## src/nvp_pkg.sv

```systemverilog
package nvp_pkg;
  // ==========================================================
  // register map (I/O space offsets)
  localparam logic [5:0] NVP_IO_CONTROL = 6'h1C;
  localparam logic [5:0] NVP_IO_DATA = 6'h1D;
  localparam logic [5:0] NVP_IO_ADDR_LOW = 6'h1E;
  localparam logic [5:0] NVP_IO_ADDR_HIGH = 6'h1F;
  localparam int NVP_IO_AW = 6;
  // ==========================================================
  // control register fields, data register reset value and erased byte value
  localparam int NVP_BIT_READ_STROBE = 0;
  localparam int NVP_BIT_PROGRAM_ENABLE = 1;
  localparam int NVP_BIT_MASTER_ENABLE = 2;
  localparam int NVP_BIT_READY_IE = 3;
  localparam int NVP_BIT_MODE_LO = 4;
  localparam int NVP_BIT_MODE_HI = 5;
  localparam logic [7:0] NVP_DATA_RESET = 8'h00;
  localparam logic [7:0] NVP_ERASED = 8'hFF;
  // ==========================================================
  // geometry
  localparam int NVP_ADDR_W = 9;
  localparam int NVP_DEPTH = 512;
  // ==========================================================
  // programming modes
  typedef enum logic [1:0]
  {
    NVP_MODE_ATOMIC = 2'h0,
    NVP_MODE_ERASE = 2'h1,
    NVP_MODE_WRITE = 2'h2,
    NVP_MODE_RSVD = 2'h3
  } nvp_mode_t;
  // ==========================================================
  // timing
  localparam int NVP_CLK_MHZ = 125;
  localparam int NVP_ATOMIC_US = 3400;
  localparam int NVP_SPLIT_US = 1800;
  localparam int NVP_ATOMIC_CYC = NVP_ATOMIC_US * NVP_CLK_MHZ;
  localparam int NVP_SPLIT_CYC = NVP_SPLIT_US * NVP_CLK_MHZ;
  localparam logic [2:0] NVP_MASTER_WINDOW = 3'h4;
  localparam logic [2:0] NVP_READ_STALL = 3'h4;
  localparam logic [2:0] NVP_WRITE_STALL = 3'h2;
  localparam int NVP_TIMER_W = 20;
endpackage

```

## src/nvp_store.sv

```systemverilog
`timescale 1ns/1ns
// byte store with one shared address, asynchronous read and clocked write
module nvp_store
(
  input wire logic ref_clk,
  input wire logic clk_en,
  input wire logic [nvp_pkg::NVP_ADDR_W-1:0] addr,
  input wire logic wr_en,
  input wire logic [7:0] wr_data,
  output logic [7:0] rd_data
);
  import nvp_pkg::*;

  logic [7:0] mem [0:NVP_DEPTH-1];

  assign rd_data = mem[addr];

  always_ff @(posedge ref_clk)
  begin
    if (clk_en && wr_en)
    begin
      mem[addr] <= wr_data;
    end
  end
endmodule

```

## src/nvp_port.sv

```systemverilog
`timescale 1ns/1ns
// ==========================================================
// byte-wide nonvolatile store access port on the I/O bus
// Functional notes
// - registers live in processor I/O space
// - store is separate, byte addressable space
// - 9-bit address: high bit0, low byte
// - high address bits 7:1 read zero
// - bytes addressed linearly per capacity
// - address registers not reset
// - write programs data byte at address
// - read loads addressed byte into data
// - data register resets zero, read/write
// - self-timed programming with busy status
// - read stalls processor four cycles
// - write start stalls processor two cycles
// - master enable lasts four cycles
// - mode field selects action and time
// - program enable clears when time elapses
// - read strobe; refused while writing
module nvp_port
#(
  parameter int CAPACITY = 512,
  parameter int ATOMIC_CYC = nvp_pkg::NVP_ATOMIC_CYC,
  parameter int SPLIT_CYC = nvp_pkg::NVP_SPLIT_CYC
)
(
  input wire logic ref_clk,
  input wire logic rst_n,
  input wire logic clk_en,
  input wire logic [nvp_pkg::NVP_IO_AW-1:0] io_addr,
  input wire logic io_wr,
  input wire logic io_rd,
  input wire logic [7:0] io_wdata,
  output logic [7:0] io_rdata,
  output logic cpu_stall,
  output logic nv_busy
);
  import nvp_pkg::*;

  typedef enum logic [1:0]
  {
    NVP_ST_IDLE = 2'b01,
    NVP_ST_PROG = 2'b10
  } nvp_state_t;

  // ========================================================
  // helpers
  function automatic logic [NVP_ADDR_W-1:0] nvp_clip
  (
    input logic [NVP_ADDR_W-1:0] a
  );
    nvp_clip = a & NVP_ADDR_W'(CAPACITY - 1);
  endfunction

  function automatic logic [NVP_TIMER_W-1:0] nvp_time
  (
    input logic [1:0] m
  );
    if (m == NVP_MODE_ATOMIC)
    begin
      nvp_time = NVP_TIMER_W'(ATOMIC_CYC - 1);
    end
    else
    begin
      nvp_time = NVP_TIMER_W'(SPLIT_CYC - 1);
    end
  endfunction

  function automatic logic nvp_hit
  (
    input logic [NVP_IO_AW-1:0] a,
    input logic [NVP_IO_AW-1:0] off
  );
    nvp_hit = (a == off);
  endfunction

  // ========================================================
  // state
  nvp_state_t state_reg, state_next;
  logic [7:0] data_reg, data_next;
  logic [NVP_ADDR_W-1:0] addr_reg, addr_next;
  logic [1:0] mode_reg, mode_next;
  logic [1:0] pmode_reg, pmode_next;
  logic ready_ie_reg, ready_ie_next;
  logic [2:0] master_cnt_reg, master_cnt_next;
  logic [2:0] stall_cnt_reg, stall_cnt_next;
  logic [NVP_TIMER_W-1:0] timer_reg, timer_next;
  logic [7:0] rdata_reg, rdata_next;
  logic [7:0] store_rd;
  logic store_wr;
  logic [7:0] store_wdata;

  // ========================================================
  // decode
  logic wr_ctl, wr_data, wr_alo, wr_ahi;
  logic prog, master_on;
  logic start_go, read_go;

  assign wr_ctl = io_wr && nvp_hit(io_addr, NVP_IO_CONTROL);
  assign wr_data = io_wr && nvp_hit(io_addr, NVP_IO_DATA);
  assign wr_alo = io_wr && nvp_hit(io_addr, NVP_IO_ADDR_LOW);
  assign wr_ahi = io_wr && nvp_hit(io_addr, NVP_IO_ADDR_HIGH);
  assign prog = (state_reg == NVP_ST_PROG);
  assign master_on = (master_cnt_reg != 3'h0);

  // ========================================================
  // next state
  always_comb
  begin
    state_next = state_reg;
    data_next = data_reg;
    addr_next = addr_reg;
    mode_next = mode_reg;
    pmode_next = pmode_reg;
    ready_ie_next = ready_ie_reg;
    master_cnt_next = master_cnt_reg;
    start_go = 1'b0;
    read_go = 1'b0;
    timer_next = timer_reg;
    store_wr = 1'b0;
    store_wdata = data_reg;
    if (master_on)
    begin
      master_cnt_next = master_cnt_reg - 3'h1;
    end
    if (wr_data)
    begin
      data_next = io_wdata;
    end
    if (!prog)
    begin
      if (wr_alo)
      begin
        addr_next[7:0] = io_wdata;
      end
      if (wr_ahi)
      begin
        addr_next[8] = io_wdata[0];
      end
    end
    if (wr_ctl)
    begin
      ready_ie_next = io_wdata[NVP_BIT_READY_IE];
      if (!prog)
      begin
        mode_next = io_wdata[NVP_BIT_MODE_HI:NVP_BIT_MODE_LO];
      end
      if (io_wdata[NVP_BIT_MASTER_ENABLE])
      begin
        master_cnt_next = NVP_MASTER_WINDOW;
      end
      if (io_wdata[NVP_BIT_PROGRAM_ENABLE] && master_on && !prog
          && mode_reg != NVP_MODE_RSVD)
      begin
        state_next = NVP_ST_PROG;
        pmode_next = mode_reg;
        timer_next = nvp_time(mode_reg);
        master_cnt_next = 3'h0;
        start_go = 1'b1;
      end
      else if (io_wdata[NVP_BIT_READ_STROBE] && !prog)
      begin
        data_next = store_rd;
        read_go = 1'b1;
      end
    end
    unique case (state_reg)
      NVP_ST_IDLE:
      begin
      end
      NVP_ST_PROG:
      begin
        if (timer_reg == '0)
        begin
          state_next = NVP_ST_IDLE;
          store_wr = 1'b1;
          unique case (pmode_reg)
            NVP_MODE_ERASE: store_wdata = NVP_ERASED;
            NVP_MODE_WRITE: store_wdata = store_rd & data_reg;
            default: store_wdata = data_reg;
          endcase
        end
        else
        begin
          timer_next = timer_reg - NVP_TIMER_W'(1);
        end
      end
      default:
      begin
        state_next = NVP_ST_IDLE;
      end
    endcase
  end

  // ========================================================
  // read mux
  always_comb
  begin
    rdata_next = 8'h00;
    if (io_rd)
    begin
      unique case (io_addr)
        NVP_IO_CONTROL:
        begin
          rdata_next = {2'b00, mode_reg, ready_ie_reg, master_on, prog, 1'b0};
        end
        NVP_IO_DATA: rdata_next = data_reg;
        NVP_IO_ADDR_LOW: rdata_next = addr_reg[7:0];
        NVP_IO_ADDR_HIGH: rdata_next = {7'h00, addr_reg[8]};
        default: rdata_next = 8'h00;
      endcase
    end
  end

  // ========================================================
  // registers
  always_ff @(posedge ref_clk)
  begin
    if (clk_en)
    begin
      addr_reg <= addr_next;
      timer_reg <= timer_next;
      pmode_reg <= pmode_next;
      if (!rst_n)
      begin
        state_reg <= NVP_ST_IDLE;
        data_reg <= NVP_DATA_RESET;
        mode_reg <= 2'h0;
        ready_ie_reg <= 1'b0;
        master_cnt_reg <= 3'h0;
      end
      else
      begin
        state_reg <= state_next;
        data_reg <= data_next;
        mode_reg <= mode_next;
        ready_ie_reg <= ready_ie_next;
        master_cnt_reg <= master_cnt_next;
      end
    end
  end

  // ========================================================
  // processor hold counter
  always_comb
  begin
    stall_cnt_next = stall_cnt_reg;
    if (start_go)
    begin
      stall_cnt_next = NVP_WRITE_STALL;
    end
    else if (read_go)
    begin
      stall_cnt_next = NVP_READ_STALL;
    end
    else if (stall_cnt_reg != 3'h0)
    begin
      stall_cnt_next = stall_cnt_reg - 3'h1;
    end
  end

  always_ff @(posedge ref_clk)
  begin
    if (clk_en)
    begin
      if (!rst_n)
      begin
        stall_cnt_reg <= 3'h0;
      end
      else
      begin
        stall_cnt_reg <= stall_cnt_next;
      end
    end
  end

  // ========================================================
  // read data register
  always_ff @(posedge ref_clk)
  begin
    if (clk_en)
    begin
      if (!rst_n)
      begin
        rdata_reg <= 8'h00;
      end
      else
      begin
        rdata_reg <= rdata_next;
      end
    end
  end

  // ========================================================
  // store
  nvp_store u_store
  (
    .ref_clk(ref_clk),
    .clk_en(clk_en),
    .addr(nvp_clip(addr_reg)),
    .wr_en(store_wr),
    .wr_data(store_wdata),
    .rd_data(store_rd)
  );

  assign io_rdata = rdata_reg;
  assign cpu_stall = (stall_cnt_reg != 3'h0);
  assign nv_busy = prog;
endmodule

```

## config.mk

```make
export PLATFORM = sky130hd
export DESIGN_NAME = nvp_port
export DESIGN_NICKNAME = d
export VERILOG_FILES = /design/src/nvp_pkg.sv /design/src/nvp_store.sv /design/src/nvp_port.sv
export SDC_FILE = /design/constraint.sdc
export NUM_CORES = 2
export LEC_CHECK = 0
export ABC_CLOCK_PERIOD_IN_PS = 15900
export CORE_MARGIN = 4
export CORE_UTILIZATION = 50
export CTS_CLUSTER_DIAMETER = 100
export DETAILED_ROUTE_END_ITERATION = 12
export DONT_BUFFER_PORTS = 1
export PLACE_DENSITY = 0.64
export RECOVER_POWER = 25
export SYNTH_ARGS = -nofsm -noshare
export SYNTH_HDL_FRONTEND = slang
export SYNTH_HIERARCHICAL = 1
export SYNTH_SLANG_ARGS = --single-unit
```

## constraint.sdc

```tcl
create_clock -name ref_clk -period 15.9 [get_ports ref_clk]
set_clock_uncertainty 0.1 [all_clocks]
set_input_delay 0.795 -clock ref_clk [delete_from_list [all_inputs] [get_ports ref_clk]]
set_output_delay 0.795 -clock ref_clk [all_outputs]
set_load 0.005 [all_outputs]
```

Yosys cells after proc, flatten, opt, wreduce, memory -nomap -nowiden

Memory sizes are Yosys's and may differ from the RTL's.
Index checks and enable logic that the tools add are counted.

Output and inout port bits: 10
Logic and storage cells: 91
Memories kept: 1
Flip-flop bits (word level): 58
Memory bits (writable): 4,096
Input bits: 19

Eq/ne operators: 12
Bitwise gates (word level): 3
Multiplexer cells: 36
Reductions and logical operators: 23
$add $sub $neg: 3

Memory list:

| memory      | words | width | rd ports | clocked after memory_dff | wr ports | RTL line        | source |
|---|---|---|---|---|---|---|---|
| u_store.mem | 512   | 8     | 1        | 0                        | 1        | nvp_store.sv:14 | `logic [7:0] mem [0:NVP_DEPTH-1];` |

Operators by type and width:

| kind                                                  | number |
|---|---|
| two-way mux 20 bit                                    | 4 |
| two-way mux 8 bit                                     | 6 |
| case mux 8 bit (4 select lines)                       | 1 |
| == test 6 x 5 -> 1 bit, second input constant         | 4 |
| logical NOT 20 bit                                    | 1 |
| subtractor 20 x 1 -> 20 bit, second input constant    | 1 |
| two-way mux 19 bit                                    | 1 |
| two-way mux 3 bit                                     | 6 |
| case mux 8 bit (2 select lines)                       | 1 |
| two-way mux 2 bit                                     | 6 |
| AND reduction 3 bit                                   | 4 |
| two-way mux 1 bit                                     | 10 |
| logical AND 1 bit                                     | 9 |
| bitwise AND 8 bit                                     | 1 |
| AND reduction 2 bit                                   | 3 |
| nonzero test 3 bit                                    | 2 |
| subtractor 3 x 1 -> 3 bit, second input constant      | 2 |
| == test 2 x 1 -> 1 bit, second input constant         | 2 |
| == test 2 bit, second input constant                  | 2 |
| inequality test 2 bit, second input constant          | 2 |
| inequality test 4 x 1 -> 1 bit, second input constant | 1 |
| case mux 2 bit (2 select lines)                       | 1 |
| OR reduction 3 bit                                    | 1 |
| logical NOT 2 bit                                     | 1 |
| 4 further kinds                                       | 5 |

Longest topological paths before layout

Word-level depth: 8
Mapped depth: 16
Depth with buffers taken out: 9

Modules after synthesis

The synthesis kept the hierarchy.

By module, submodules not included:

| module    | cells an instance | sequential area each (um^2) | instances | area each (um^2) |
|---|---|---|---|---|
| nvp_store | 7,554             | 122,998.0                   | 1         | 158,693.4 |
| nvp_port  | 326               | 1,741.7                     | 1         | 3,373.2 |

Worst setup path after synthesis

Ideal clock, no wire load.

Path kind: register to register
From: register addr_reg[0]
To: memory u_store.mem[0][6] (data pin)
Arrival time: 9.755 ns
Buffers on the path: 4
Cell stages (with the launch flop): 13
Path slack: 4.382 ns
Clock period less this slack: 11.518 ns
Setup time: 1.663 ns
Cell sequence: edfxtp_1 buf_6 buf_6 or4b_2 clkbuf_1 clkbuf_1 o22ai_1 nor2_1 and4_1 o2111ai_1 nand4b_1 a21oi_1 o21ai_2

Cells in the longest elaborated chain, start to end: 5

RTL lines:

| element                         | RTL line        | source |
|---|---|---|
| start: declaration              | nvp_port.sv:82  | `logic [NVP_ADDR_W-1:0] addr_reg, addr_next;` |
| start signal: assignment        | nvp_port.sv:222 | `addr_reg <= addr_next;` |
| memory read (512 x 8 bit)       | -               |  |
| via store_rd[6]                 | nvp_port.sv:90  | `logic [7:0] store_rd;` |
| bitwise AND 8 bit               | nvp_port.sv:180 | `NVP_MODE_WRITE: store_wdata = store_rd & data_reg;` |
| case mux 8 bit (2 select lines) | nvp_port.sv:178 | `unique case (pmode_reg)` |
| two-way mux 8 bit               | nvp_port.sv:174 | `if (timer_reg == '0)` |
| two-way mux 8 bit               | nvp_port.sv:168 | `unique case (state_reg)` |
| via store_wdata[6]              | nvp_port.sv:92  | `logic [7:0] store_wdata;` |
| end: declaration                | nvp_store.sv:14 |  |

The timed path passes the listed nets, and every way through them passes these cells.

Final worst setup path

From: register addr_reg[0]
To: memory u_store.mem[471][3] (data pin)

The elaborated chain is that of the path after synthesis.

==> summary.txt <==
Run status
  – Run status: complete, but fails checks
  – Violations in the final reports: capacitance limit, slew limit

Route
  – Total via count after detailed routing: roughly 80,000
  – Drt via density: 6.47
  – Detailed-route wire length per cell: 33.3 um
  – Number of detailed-route iterations in the first pass: 6
  – Post-route DRC: 0
  – Number of routed nets with antenna violations: 0
  – Total Routed Length: around 420 mm
  – Initial detailed-routing violation count: 11,300

Critical path
  – Critical Path Start Type: flip-flop
  – Critical Path End Type: flip-flop
  – Critical path start-end classification: flip-flop to flip-flop
  – Critical path data required time: 16.18 ns
  – Data arrival time of the critical path: 9.26 ns
  – Largest driver fanout on the critical path: around 220

Placed design
  – Detailed placement HPWL: 253 mm
  – DP Worst Slack: 6.92 ns
  – Placement-stage cell area: ~0.17 mm^2
  – Input/output buffers: 0
  – Gp weighted congestion: 0.902

GRT
  – Antenna violations before repair: 18
  – Total routing usage reported by global routing: 0.251
  – Largest net degree at the start of global routing: 268
  – Grt ovf: 0
  – Via count of the first global-routing pass: between 80,000 and 90,000
  – Global-route wire length before repair: 604 mm

Floorplanning
  – Floorplan row count: 208
  – DIE AREA: approximately 0.33 mm^2
  – Chip Height: 577 um
  – Initial cell density of the core: 0.503
  – Die extent in x: 577 um
  – Floorplan core area: 0.322 mm^2
  – I/O pins: 29

Final layout
  – Fraction of final layout cells with drive strength greater than 1: 0.205
  – Max reg flops: ~4,000
  – Nets: ~8,000
  – Final design instance area without fill: 0.181 mm^2
  – Layout-stage area growth over the synthesis result: 11.5%

Logic synthesis
  – Total nets after synthesis: 7,910
  – Post-synthesis register bit count: 4,154
  – Average footprint of a synthesized cell: approximately 20 um^2
  – Gate count after technology mapping: between 7,000 and 8,000
  – Yosys Warn Count: 6
  – Synth async-reset ratio: 0
  – Part of the Yosys area used for sequential elements: 0.770
  – Main synth FF type: sky130_fd_sc_hd__edfxtp_1
  – Number of enable flip-flop cells after synthesis: just over 4,000
  – Total standard cell area after synthesis: between 0.15 and 0.2 mm^2
  – Post-synthesis cell type count: 78

Clock network
  – Clock latency of the later-clocked register in the worst-skew pair: 0.97 ns
  – TritonCTS clock tree: built
  – Maximum buffer depth of the clock tree: 4
  – Clock slew at reported path FFs: 0.07 ns
  – Clock buffer count from CTS: 413
  – H-Tree Depth: 5
  – Clock Sinks: between 4,000 and 5,000
  – Clk root buf: sky130_fd_sc_hd__clkbuf_16
  – Post-CTS Resized: 0

STA
  – Worst Hold Slack: 0.0762 ns
  – Final sum of negative setup slack: 0 ns
  – Setup repair after global routing missed its margin: false
  – Final critical-path share of the clock period: 0.565
  – Max frequency: between 100 and 150 MHz
  – Final Hold Violating Endpoints: 0
  – Worst slew margin relative to its limit: -1.98
  – Fin. max-slew vios: 424
  – Slew @ Worst Pin: 4.47 ns
  – Final count of negative-setup-slack endpoints: 0
  – Final Worst Setup Slack: 6.92 ns
  – Final worst path period need: approximately 9 ns

Power and ir drop
  – Largest voltage drop on the vdd net: 0.0877 mV
  – Power per standard cell area: 123 mW/mm^2
  – Leakage power figure: 56.8 nW
  – Total power after layout: ~22 mW

Job
  – MaxCap Viol Count: 17

Min path
  – Min-delay worst type: input port to flip-flop
-- worst max-delay path, stage by stage (launching register included) --
cell	delay, ns
sky130_fd_sc_hd__edfxtp_1	0.38
sky130_fd_sc_hd__buf_12	0.39
sky130_fd_sc_hd__buf_4	0.59
sky130_fd_sc_hd__buf_4	0.70
sky130_fd_sc_hd__buf_4	0.69
sky130_fd_sc_hd__buf_4	0.60
sky130_fd_sc_hd__mux4_2	0.57
sky130_fd_sc_hd__mux2i_1	0.23
sky130_fd_sc_hd__o22ai_1	0.14
sky130_fd_sc_hd__nor4_1	0.82
sky130_fd_sc_hd__nand4_1	0.58
sky130_fd_sc_hd__or4_1	0.64
sky130_fd_sc_hd__a21oi_1	0.25
sky130_fd_sc_hd__o21ai_4	0.29
sky130_fd_sc_hd__buf_4	0.46
sky130_fd_sc_hd__buf_12	0.32
-- cells in the mapped netlist, types with 29 or more instances --
| library cell | count | share of area |
|---|---|---|
| sky130_fd_sc_hd__buf_1 | 44 | 0.0010 |
| sky130_fd_sc_hd__a22oi_1 | 127 | 0.0059 |
| sky130_fd_sc_hd__o21ai_0 | 72 | 0.0022 |
| sky130_fd_sc_hd__buf_2 | 199 | 0.0061 |
| sky130_fd_sc_hd__mux2i_1 | 527 | 0.033 |
| sky130_fd_sc_hd__nor3_1 | 37 | 0.0011 |
| sky130_fd_sc_hd__nand2_1 | 121 | 0.0028 |
| sky130_fd_sc_hd__nor4_1 | 41 | 0.0016 |
| sky130_fd_sc_hd__nor2_1 | 620 | 0.014 |
| sky130_fd_sc_hd__buf_4 | 43 | 0.0020 |
| sky130_fd_sc_hd__o22ai_1 | 189 | 0.0073 |
| sky130_fd_sc_hd__clkbuf_1 | 190 | 0.0044 |
| sky130_fd_sc_hd__a22o_1 | 33 | 0.0018 |
| sky130_fd_sc_hd__edfxtp_1 | 4154 | 0.77 |
| sky130_fd_sc_hd__inv_1 | 29 | 0.00067 |
| sky130_fd_sc_hd__and3_1 | 40 | 0.0015 |
| sky130_fd_sc_hd__a31oi_1 | 29 | 0.0011 |
| sky130_fd_sc_hd__nand3_1 | 80 | 0.0025 |
| sky130_fd_sc_hd__mux4_2 | 862 | 0.12 |
| sky130_fd_sc_hd__a21oi_1 | 73 | 0.0023 |
| sky130_fd_sc_hd__a221oi_1 | 40 | 0.0022 |
-- final timing paths --
check,startpoint,to,slack [ns],depth (start not counted)
worst max-delay path,addr_reg[0]$_DFFE_PP_,u_store/mem[471][3]$_DFFE_PP_,6.92,15
worst max register to register,addr_reg[0]$_DFFE_PP_,u_store/mem[471][3]$_DFFE_PP_,6.92,15
worst min register to register,stall_cnt_reg[0]$_SDFFCE_PP0P_,stall_cnt_reg[0]$_SDFFCE_PP0P_,0.46,1
worst min-delay path,io_wdata[1],data_reg[1]$_SDFFCE_PN0P_,0.08,3
-- timing repair --
item,4_1_cts,5_1_grt
endpoints found under the hold margin,76,8
buffers inserted,0,0
hold buffers,13,1
-- power by group --
part	leakage [nW]	internal, mW	total, mW	switching (mW)
sequential	37.6	12.1	12.1	0.00774
clock	6.63	5.71	9.81	4.10
combinational	12.5	0.0332	0.258	0.224
total	56.8	17.8	22.2	4.34
-- stage by stage --
step           std cells  utilization
2_1_floorplan       7880            -
6_report           12700        0.561
3_3_place_gp       11900        0.519
4_1_cts            12600        0.562
5_1_grt            12700        0.561
3_5_place_dp       11900        0.519
-- layer usage --
| layer | global-route usage | vias up | share of wire |
|---|---|---|---|
| li1 | - | 33000 | - |
| met2 | 0.388 | 4468 | 0.47 |
| met3 | 0.0496 | 751 | 0.099 |
| met4 | 0.0839 | 2 | 0.038 |
| met5 | 0 | - | 0.000026 |
| met1 | 0.364 | 43600 | 0.39 |
-- area by class of cell --
| class | instances | area (um^2) |
|---|---|---|
| Inverter | 31 | 129 |
| Tap cell | 4305 | 5390 |
| Fill cell | 23800 | 141000 |
| Multi-Input combinational cell | 3199 | 35000 |
| Antenna cell | 8 | 20.0 |
| Clock inverter | 273 | 2950 |
| Clock buffer | 481 | 10700 |
| Sequential cell | 4154 | 125000 |
| Timing Repair Buffer | 206 | 1830 |
-- kinds of logic (layout without fill, tap and decap cells) --
family                     after synthesis  count (layout)  synth area share
buffers and inverters                  527             991            0.0157
other                                    0               8                 0
and+or+nand+nor                       1060            1060            0.0293
adders and majority gates               11              11          0.000849
DFF                                   4154            4154             0.770
xor gates and xnor gates                 2               2          0.000108
muxes                                 1408            1408             0.154
AOI/OAI and AO/OA                      718             718            0.0308
-- cells in the final DEF, fill, tap and decap left out, types with 11 or more instances in the layout --
cell type	instances
sky130_fd_sc_hd__edfxtp_1	4154
sky130_fd_sc_hd__mux4_2	862
sky130_fd_sc_hd__nor2_1	615
sky130_fd_sc_hd__mux2i_1	527
sky130_fd_sc_hd__clkbuf_16	419
sky130_fd_sc_hd__o22ai_1	189
sky130_fd_sc_hd__buf_4	155
sky130_fd_sc_hd__a22oi_1	127
sky130_fd_sc_hd__nand2_1	119
sky130_fd_sc_hd__clkinv_1	90
sky130_fd_sc_hd__nand3_1	80
sky130_fd_sc_hd__clkinv_2	75
sky130_fd_sc_hd__clkbuf_1	75
sky130_fd_sc_hd__o21ai_0	73
sky130_fd_sc_hd__a21oi_1	73
sky130_fd_sc_hd__bufinv_16	54
sky130_fd_sc_hd__and3_1	40
sky130_fd_sc_hd__a221oi_1	40
sky130_fd_sc_hd__nor4_1	38
sky130_fd_sc_hd__nor3_1	36
sky130_fd_sc_hd__a22o_1	33
sky130_fd_sc_hd__a31oi_1	29
sky130_fd_sc_hd__inv_1	28
sky130_fd_sc_hd__clkinvlp_4	25
sky130_fd_sc_hd__buf_12	24
sky130_fd_sc_hd__and2_1	22
sky130_fd_sc_hd__o211ai_1	20
sky130_fd_sc_hd__mux2_2	19
sky130_fd_sc_hd__nand4_1	18
sky130_fd_sc_hd__a211oi_1	16
sky130_fd_sc_hd__dlygate4sd3_1	13
sky130_fd_sc_hd__o21a_1	11
sky130_fd_sc_hd__nor2b_1	11
sky130_fd_sc_hd__ha_1	11
Note: power is estimated with default switching activity, not from simulation.
